===== src/hdl/cpsf_pkg.sv =====
/*
 * constants, register map and carrier types for the charger profile
 * status flags block.
 * assumes one 50 MHz clock and an APB register bus.
 */
package cpsf_pkg;

    // APB byte offsets
    localparam logic [7:0] ADDR_STATUS = 8'h00;
    localparam logic [7:0] ADDR_CONTROL = 8'h04;
    localparam logic [7:0] ADDR_EVENT = 8'h08;
    localparam logic [7:0] ADDR_MASK = 8'h0C;

    // profile outcome status bit positions
    localparam int BIT_PASS = 0;
    localparam int BIT_DCP = 2;
    localparam int BIT_CUSTOM_PROFILE_FLAG = 3;
    localparam int BIT_NOHS = 7;

    // control register bit positions
    localparam int BIT_HS_EMUL = 0;
    localparam int BIT_CUSTOM_PROFILE_FLAG_HS = 1;
    localparam int BIT_CUSTOM_PROFILE_FLAG_CONST = 2;

    // event register bit positions
    localparam int EV_PASS = 0;
    localparam int EV_DCP = 1;
    localparam int EV_CUSTOM_PROFILE_FLAG = 2;
    localparam int EV_NOHS = 3;

    localparam logic [7:0] STATUS_RESET = 8'h00;
    localparam logic [2:0] CONTROL_RESET = 3'h0;
    localparam logic [3:0] EVENT_RESET = 4'h0;

    typedef enum logic [1:0]
    {
        CPSF_IDLE = 2'b00,
        CPSF_PASS = 2'b01,
        CPSF_DCP = 2'b10,
        CPSF_CUSTOM_PROFILE_FLAG = 2'b11
    } cpsf_outcome_type;

    // port behaviour that follows the accepted profile
    typedef struct packed
    {
        logic hs_switch_closed;
        logic const_current_limit;
    } cpsf_port_ctrl_type;

    // charger emulation engine events
    typedef struct packed
    {
        logic new_profile;
        logic dcp_accept;
        logic custom_profile_flag_accept;
        logic cycle_no_handshake_flag;
        logic removal;
        logic attach;
        logic mode_change;
    } cpsf_emul_type;

endpackage : cpsf_pkg


===== src/hdl/cpsf_apb_slave.sv =====
/*
 * APB slave front end: decodes address and yields one-cycle read and
 * write strokes; pready is held high so every access ends in one
 * access cycle.
 * assumes an APB master clocked by core_clk.
 */
`timescale 1ns/10ps
module cpsf_apb_slave
(
    // clock and reset
    input wire logic core_clk,
    input wire logic reset_n,
    // apb
    input wire logic psel,
    input wire logic penable,
    input wire logic pwrite,
    input wire logic [7:0] paddr,
    // decoded strokes
    output logic wr_stroke,
    output logic rd_stroke,
    output logic addr_hit
);
    wire access = psel & penable;
    assign wr_stroke = access & pwrite;
    assign rd_stroke = access & ~pwrite;
    assign addr_hit = (paddr == cpsf_pkg::ADDR_STATUS)
        | (paddr == cpsf_pkg::ADDR_CONTROL)
        | (paddr == cpsf_pkg::ADDR_EVENT)
        | (paddr == cpsf_pkg::ADDR_MASK);

    // reset_n unused: the front end holds no state
    wire unused_ok = core_clk | reset_n;
endmodule : cpsf_apb_slave


===== src/hdl/cpsf_top.sv =====
/*
 * profile outcome status flags with APB access, event interrupt and the
 * high-speed switch / current limit outputs that follow the outcome.
 * assumes an emulation engine that pulses its events one cycle each, and
 * an APB master on core_clk.
 */
// Decided for this implementation: the address map and the APB interface to the registers.
// What this block does
// - no-handshake flag set only when a dedicated emulation cycle fails.
// - no-handshake flag clears when a new emulation profile applies, unless a failed cycle sets it in the same cycle.
// - custom flag set when device handshakes custom profile; charging_downstream is not checked.
// - custom profile in force: switch follows custom switch setting.
// - custom profile in force: limit mode from custom limit setting.
// - dcp flag set on dcp accept; switch follows emulation switch bit.
// - dcp accepted: port switch uses constant current limiting.
// - pass-through flag in pass mode; switch closed, trip limiting.
// - removal then attach without mode change leaves pass flag clear.
// - toggling first mode select re-arms pass-through reporting.
`timescale 1ns/10ps
module cpsf_top
(
    // clock and reset
    input wire logic core_clk,
    input wire logic reset_n,
    // apb
    input wire logic psel,
    input wire logic penable,
    input wire logic pwrite,
    input wire logic [7:0] paddr,
    input wire logic [31:0] pwdata,
    output logic [31:0] prdata,
    output logic pready,
    output logic pslverr,
    // mode and emulation engine
    input wire logic pass_mode,
    input wire logic mode_select_first,
    input wire logic supply_low,
    input wire logic charging_downstream,
    input wire cpsf_pkg::cpsf_emul_type emul,
    // port control
    output logic hs_switch_closed,
    output logic const_current_limit,
    // interrupt
    output logic irq
);
    cpsf_pkg::cpsf_outcome_type outcome;
    cpsf_pkg::cpsf_outcome_type next_outcome;
    logic no_handshake_flag;
    logic pass_armed;
    logic mode_sel_q;
    logic [2:0] control;
    logic [3:0] events;
    logic [3:0] mask;
    logic wr_stroke;
    logic rd_stroke;
    logic addr_hit;

    cpsf_apb_slave u_apb
    (
        .core_clk(core_clk),
        .reset_n(reset_n),
        .psel(psel),
        .penable(penable),
        .pwrite(pwrite),
        .paddr(paddr),
        .wr_stroke(wr_stroke),
        .rd_stroke(rd_stroke),
        .addr_hit(addr_hit)
    );

    // stroke and address passed in so continuous users re-evaluate
    function automatic logic wr_hit(input logic stroke,
        input logic [7:0] addr, input logic [7:0] a);
        wr_hit = stroke & (addr == a);
    endfunction : wr_hit

    wire mode_toggle = mode_select_first ^ mode_sel_q;
    wire pass_clear = emul.removal | emul.mode_change;
    // pass flag only while armed; re-arm needs a mode select toggle or a mode change
    wire pass_flag = (outcome == cpsf_pkg::CPSF_PASS) & pass_armed;
    wire dcp_flag = (outcome == cpsf_pkg::CPSF_DCP);
    wire custom_profile_flag_flag = (outcome == cpsf_pkg::CPSF_CUSTOM_PROFILE_FLAG);

    // the no-handshake verdict leaves the outcome alone, so a charging flag can report alongside it
    assign next_outcome = pass_clear ? cpsf_pkg::CPSF_IDLE
        : emul.custom_profile_flag_accept ? cpsf_pkg::CPSF_CUSTOM_PROFILE_FLAG
        : emul.dcp_accept ? cpsf_pkg::CPSF_DCP
        : pass_mode ? cpsf_pkg::CPSF_PASS
        : (outcome == cpsf_pkg::CPSF_PASS) ? cpsf_pkg::CPSF_IDLE
        : outcome;

    // cpdf and supply-low bits are not defined here and read zero
    wire [7:0] status = {no_handshake_flag, 2'b00, 1'b0, custom_profile_flag_flag, dcp_flag, 1'b0,
                         pass_flag};
    wire [3:0] new_events = {emul.cycle_no_handshake_flag, emul.custom_profile_flag_accept,
                             emul.dcp_accept,
                             pass_mode & pass_armed & ~pass_flag};

    wire next_hs = custom_profile_flag_flag ? control[cpsf_pkg::BIT_CUSTOM_PROFILE_FLAG_HS]
        : dcp_flag ? control[cpsf_pkg::BIT_HS_EMUL]
        : (outcome == cpsf_pkg::CPSF_PASS);
    wire next_const = custom_profile_flag_flag ? control[cpsf_pkg::BIT_CUSTOM_PROFILE_FLAG_CONST]
        : dcp_flag;

    wire [31:0] rd_mux = (paddr == cpsf_pkg::ADDR_STATUS) ? {24'h0, status}
        : (paddr == cpsf_pkg::ADDR_CONTROL) ? {29'h0, control}
        : (paddr == cpsf_pkg::ADDR_EVENT) ? {28'h0, events}
        : (paddr == cpsf_pkg::ADDR_MASK) ? {28'h0, mask}
        : 32'h0;
    wire [3:0] ev_clear = wr_hit(wr_stroke, paddr, cpsf_pkg::ADDR_EVENT)
        ? pwdata[3:0] : 4'h0;

    always_ff @(posedge core_clk or negedge reset_n)
    begin
        if (!reset_n)
            outcome <= cpsf_pkg::CPSF_IDLE;
        else
            outcome <= next_outcome;
    end

    always_ff @(posedge core_clk or negedge reset_n)
    begin
        if (!reset_n)
            no_handshake_flag <= 1'b0;
        else if (emul.cycle_no_handshake_flag)
            no_handshake_flag <= 1'b1;
        // mode change or removal ends the outcome, no-handshake too
        else if (emul.new_profile | pass_clear)
            no_handshake_flag <= 1'b0;
    end

    always_ff @(posedge core_clk or negedge reset_n)
    begin
        if (!reset_n)
            pass_armed <= 1'b1;
        else if (mode_toggle | emul.mode_change)
            pass_armed <= 1'b1;
        else if (emul.removal)
            pass_armed <= 1'b0;
    end

    always_ff @(posedge core_clk or negedge reset_n)
    begin
        if (!reset_n)
            mode_sel_q <= 1'b0;
        else
            mode_sel_q <= mode_select_first;
    end

    always_ff @(posedge core_clk or negedge reset_n)
    begin
        if (!reset_n)
            control <= cpsf_pkg::CONTROL_RESET;
        else if (wr_hit(wr_stroke, paddr, cpsf_pkg::ADDR_CONTROL))
            control <= pwdata[2:0];
    end

    always_ff @(posedge core_clk or negedge reset_n)
    begin
        if (!reset_n)
            mask <= cpsf_pkg::EVENT_RESET;
        else if (wr_hit(wr_stroke, paddr, cpsf_pkg::ADDR_MASK))
            mask <= pwdata[3:0];
    end

    // set beats a write-one clear in the same cycle
    always_ff @(posedge core_clk or negedge reset_n)
    begin
        if (!reset_n)
            events <= cpsf_pkg::EVENT_RESET;
        else
            events <= (events & ~ev_clear) | new_events;
    end

    always_ff @(posedge core_clk or negedge reset_n)
    begin
        if (!reset_n)
        begin
            hs_switch_closed <= 1'b0;
            const_current_limit <= 1'b0;
            irq <= 1'b0;
            prdata <= 32'h0;
            pready <= 1'b0;
            pslverr <= 1'b0;
        end
        else
        begin
            hs_switch_closed <= next_hs;
            const_current_limit <= next_const;
            irq <= |(events & mask);
            prdata <= rd_stroke ? 32'h0 : rd_mux;
            pready <= 1'b1;
            pslverr <= 1'b0;
        end
    end

    // pready constant high: data settles during setup and stands
    wire unused_in = supply_low | charging_downstream | addr_hit;

    nohs_set_a: assert property (
        @(posedge core_clk) disable iff (!reset_n)
        emul.cycle_no_handshake_flag |=> no_handshake_flag)
        else $error("no-handshake flag not set");
    nohs_clear_a: assert property (
        @(posedge core_clk) disable iff (!reset_n)
        emul.new_profile && !emul.cycle_no_handshake_flag |=> !no_handshake_flag)
        else $error("no-handshake flag not cleared");
    custom_profile_flag_flag_a: assert property (
        @(posedge core_clk) disable iff (!reset_n)
        emul.custom_profile_flag_accept && !pass_clear |=> status[cpsf_pkg::BIT_CUSTOM_PROFILE_FLAG])
        else $error("custom flag missing");
    custom_profile_flag_hs_a: assert property (
        @(posedge core_clk) disable iff (!reset_n)
        custom_profile_flag_flag
        |=> hs_switch_closed == $past(control[cpsf_pkg::BIT_CUSTOM_PROFILE_FLAG_HS]))
        else $error("custom switch wrong");
    custom_profile_flag_limit_a: assert property (
        @(posedge core_clk) disable iff (!reset_n)
        custom_profile_flag_flag
        |=> const_current_limit == $past(control[cpsf_pkg::BIT_CUSTOM_PROFILE_FLAG_CONST]))
        else $error("custom limit wrong");
    dcp_hs_a: assert property (
        @(posedge core_clk) disable iff (!reset_n)
        dcp_flag
        |=> hs_switch_closed == $past(control[cpsf_pkg::BIT_HS_EMUL]))
        else $error("dcp switch wrong");
    dcp_limit_a: assert property (
        @(posedge core_clk) disable iff (!reset_n)
        dcp_flag |=> const_current_limit)
        else $error("dcp not constant limit");
    pass_port_a: assert property (
        @(posedge core_clk) disable iff (!reset_n)
        pass_flag |=> hs_switch_closed && !const_current_limit)
        else $error("pass-through port wrong");
    pass_hold_a: assert property (
        @(posedge core_clk) disable iff (!reset_n)
        emul.removal && !mode_toggle && !emul.mode_change
        ##1 (!mode_toggle && !emul.mode_change) [*2] |-> !pass_flag)
        else $error("pass flag set after reattach");
    pass_rearm_a: assert property (
        @(posedge core_clk) disable iff (!reset_n)
        mode_toggle && !emul.removal |=> pass_armed)
        else $error("pass flag not re-armed");
    status_zero_a: assert property (
        @(posedge core_clk) disable iff (!reset_n)
        prdata[6:5] == 2'b00)
        else $error("reserved bits nonzero");
endmodule : cpsf_top


===== config.mk =====
export PLATFORM = sky130hd
export DESIGN_NAME = cpsf_top
export DESIGN_NICKNAME = d
export VERILOG_FILES = /design/src/hdl/cpsf_pkg.sv /design/src/hdl/cpsf_apb_slave.sv /design/src/hdl/cpsf_top.sv
export SDC_FILE = /design/constraint.sdc
export NUM_CORES = 1
export LEC_CHECK = 0
export BUFFER_PORTS_ARGS = -buffer_cell sky130_fd_sc_hd__buf_2
export CAP_MARGIN = 20
export CORE_MARGIN = 3
export CORE_UTILIZATION = 37
export CTS_BUF_LIST = sky130_fd_sc_hd__clkbuf_8 sky130_fd_sc_hd__clkbuf_16
export DETAILED_ROUTE_END_ITERATION = 7
export GPL_ROUTABILITY_DRIVEN = 0
export PLACE_DENSITY = 0.73
export SLEW_MARGIN = 10
export SYNTH_ARGS = -nofsm -noshare
export SYNTH_HDL_FRONTEND = slang
export SYNTH_HIERARCHICAL = 1
export SYNTH_SLANG_ARGS = --single-unit

===== constraint.sdc =====
create_clock -name core_clk -period 1.2 [get_ports core_clk]
set_input_delay 0.06 -clock core_clk [delete_from_list [all_inputs] [get_ports core_clk]]
set_output_delay 0.06 -clock core_clk [all_outputs]
set_load 0.005 [all_outputs]

* Yosys cells after proc, flatten, opt, wreduce, memory -nomap -nowiden *
Index checks and enable logic that the tools add are counted.

cells by class
  add/subtract/negate cells = 0
  multiply operators = 0
  divide/modulo/power cells = 0
  order comparisons = 0
  equal/unequal tests = 6
  shifts and indexed selects = 0
  muxes and demuxes = 18
  bitwise operators = 19
  reduce and logical (&&, ||, !) cells = 5

operators by type and width
  kind                number
  $eq 8x4->1 const B  2
  $mux 4              4
  $mux 8              2
  $mux 2              5
  $and 1x1->1         9
  $and 4x4->4         2
  $eq 8x3->1 const B  1
  $logic_not 8->1     1
  $mux 1              7
  $reduce_bool 5->1   1
  $eq 2x2->1 const B  2
  $not 4->4           1
  $or 4x4->4          1
  $reduce_bool 2->1   2
  $reduce_or 4->1     1
  $or 1x1->1          3
  $eq 2x1->1 const B  1
  $not 1->1           2
  $xor 1x1->1         1

storage, ports and cells
  register bits after elaboration = 28
  bits in latches = 0
  memory bits (writable) = 0
  bits in read-only memories = 0
  input port bits = 56
  output and inout bits = 37
  logic and storage cells = 60
  memories kept = 0

* Longest topological paths before layout *
  depth in word-level cells = 7
  depth in mapped cells = 4
  depth with buffers taken out = 4

* Hierarchy *
Netlist, hierarchy kept.

by module, submodules not included
  module          times used  cells an instance  area an instance (sq um)  sequential area each (sq um)
  cpsf_top        1           121                1331.3                    626.9
  cpsf_apb_slave  1           5                  31.3                      0.0

* Worst setup path after synthesis *
OpenSTA, ideal clock, no wires.

  path kind = register to register
  start point = register pass_armed
  end point = register prdata[0]
  setup time = 0.122 ns
  arrival = 1.123 ns
  data required time = 1.078 ns
  path slack = -0.045 ns
  cell stages (with the launch flop) = 4
  path buffers = 0
  clock period less this slack = 1.245 ns
  path through = dfstp_2 -> inv_1 -> o31a_1 -> a2111oi_1

on the way
  word-level cells in the longest chain between the ends = 3

ends and longest elaborated chain
  what                    RTL line         text
  start, declared         cpsf_top.sv:49   logic pass_armed;
  start signal, assigned  cpsf_top.sv:135  pass_armed <= 1'b1;
  start signal, assigned  cpsf_top.sv:137  pass_armed <= 1'b1;
  start signal, assigned  cpsf_top.sv:139  pass_armed <= 1'b0;
  $and 1x1->1             cpsf_top.sv:80   wire pass_flag = (outcome == cpsf_pkg::CPSF_PASS) & pass_armed;
  $mux 8                  cpsf_top.sv:105  wire [31:0] rd_mux = (paddr == cpsf_pkg::ADDR_STATUS) ? {24'h0, status}
  $mux 8                  cpsf_top.sv:191  prdata <= rd_stroke ? 32'h0 : rd_mux;
  end signal, assigned    cpsf_top.sv:191
  end, declared           cpsf_top.sv:31   output logic [31:0] prdata,

Every way passes these cells.
A chain may end at the register's enable or synchronous reset.

* Worst setup path in the final report *
Same ends and word-level chain as after synthesis.

==> flow_summary.ini <==
[status]
status = finished clean

[drt]
avgRoutedWirePerCell_um = 12.76
viasPerCell = 4.639
drtPass1Iterations = 4
drc = 0
dr_total_vias = 1002
drt_wl_total_mm = 2.756
final_antenna_net_count = 0
drt-initial-drc-count = 38

[setup_path]
critPathMaxFanout = 2
cp.required_ns = 1.37
startpoint = pass_armed
critPathArrivalTime_ns = 1.36
cp.depth = 3
critical-path-slowest-cell = dfstp_2
crit_path_start_kind = flop
path_class = reg2reg
r2r_start = pass_armed
worst-path-buf-inv = 1
crit_end = prdata[0]
slowest_delay_ns = 0.55
reg2reg_depth = 3
end_kind = flop
worstPathCellList = inv_2, o31a_1, a2111oi_2
crit_family = flip-flops
r2r-end = prdata[0]
reg2reg_setup_slack_ns = 0.009

[yosys]
syn_inst = 124
avgSynthCellArea_um2 = 10.85
yosysWarnings = 6
synth.cell_area_um2 = 1345

[job]
drv_cap = 0

[clock_tree]
cts_root_buf = clkbuf_8
cts_tree = done
cts.clk_slew.worst_paths_ns = 0.09
insertion_delay_ns = 0.27
cts_buffer_depth = 2
cts.sinks = 25
post_cts_buffers = 0
h-tree-depth = 1
cts_buffers = 3

[power_and_ir_drop]
power_per_cell_area_nw_per_um2 = 983.1
p_leak_nw = 0.7990
p_sw_share_pct = 25.05
p_seq_share_pct = 55.4
comb_power_share_pct = 13.2
switching_power_mw = 0.3956
power_frac_clock_pct = 31.4
irDropWorstVdd_mv = 0.4264
internal_power_mw = 1.184

[floorplanning]
die_area_um2 = 4394
chipHeight_um = 66.29
num_io_pins = 93
core_area_um2 = 3416
initial_core_util_pct = 39.38
die_w_um = 66.29
rows = 21

[hold_path]
min_path_type = in2reg

[final_layout]
layout-drive-gt1-share_pct = 34.71
n_fill_cell = 344
syn_to_final_growth_pct = 19.44
fin_nets = 227
n_antenna_cell = 0
final_cells = 216
layout_commonest_cell = buf_2
final_cell_mix = buf_2 (33), conb_1 (29), dfrtp_1 (24)

[sta]
slew_headroom_pct = 63.32
worst_pin_slew_ns = 0.5502
grt_setup_unrepaired = yes
final_hold_viol_count = 0
skew_ns = 0.003710
fmax_mhz = 839.4
fin_crit_ns = 1.191
finalCritPeriodShare_pct = 99.28
setup_viol = 0
slew_violations = 0
fin_tns_setup_ns = 0

[placement]
portBuffers = 33
hpwl_mm = 2.129
dp.cells = 209

[global_route]
track_usage_pct = 13.64
grt_overflow = 0
grt_pass1_wl_mm = 4.436
grt_pass1_vias = 949
antenna_found_initial = 0
grt_max_degree = 26
## repair_timing
item,CTS,global route
hold endpoints to repair,26,0
setup endpoints to repair,2,2
hold buffers,3,0
gates resized for setup,2,2
pin swaps,0,1
gates cloned,0,0
## worst reg2reg max path, cell delays in order, from the launching register on
cell and delay, ns:
dfstp_2 0.55, inv_2 0.04, o31a_1 0.30, a2111oi_2 0.21
## routing by layer
metal / track usage (%) / part of all wire, % / vias up
met4: 6.853 / 2.0 / 0
met1: 17.63 / 42 / 475
li1: - / - / 474
met5: 0 / 0 / -
met3: 3.401 / 8.7 / 5
met2: 20.94 / 47 / 48
## how the worst min path moves through the flow
stage                  from                  end  slack, ns  depth (start not counted)
floorplan           reset_n  const_current_limit      -0.24                          0
CTS                 emul[3]    no_handshake_flag      0.008                          2
finish              emul[3]    no_handshake_flag       0.02                          2
global placement    reset_n     hs_switch_closed       0.07                          1
global route        emul[3]    no_handshake_flag      0.009                          2
detailed placement  reset_n     hs_switch_closed       0.08                          1
## sequential cells by signal, indices dropped and copies added, names as in the netlist
name	count
mask	4
mode_sel_q	1
prdata	5
no_handshake_flag	1
pready	1
outcome	2
irq	1
hs_switch_closed	1
control	3
const_current_limit	1
pass_armed	1
events	4
## power groups by stage
stage	Clock [mW]	Sequential, mW	Combinational [mW]
floorplan	0	0.892	0.150
global placement	0	0.889	0.194
detailed placement	0	0.891	0.198
CTS	0.507	0.875	0.207
global route	0.544	0.878	0.236
finish	0.496	0.875	0.208
## metrics by stage
stage                     setup WS [ns]  cell area, µm²  total power, mW  hold WS (ns)  utilization, %
final                          0.008633            1607            1.579       0.01664           47.03
after global routing          -0.003991            1607            1.657      0.008669           47.03
after CTS                      0.006849            1602            1.589      0.007997           46.89
after detailed placement       -0.06868            1521            1.089       0.08217           44.54
after global placement         -0.06227            1521            1.084       0.07380           44.54
after floorplan                 0.09309            1451            1.042       -0.2356               -
## cell type report
type	count	area [µm²]	area share [%]
well taps	46	57.56	3.583
inverters	5	18.77	1.168
repair buffers	45	266.5	16.59
flip-flops and latches	25	626.9	39.02
clock buffers	3	41.29	2.570
clock inverters	1	3.754	0.2336
multi-input cells	91	591.8	36.84
Note: power is estimated with default switching activity, not from simulation.
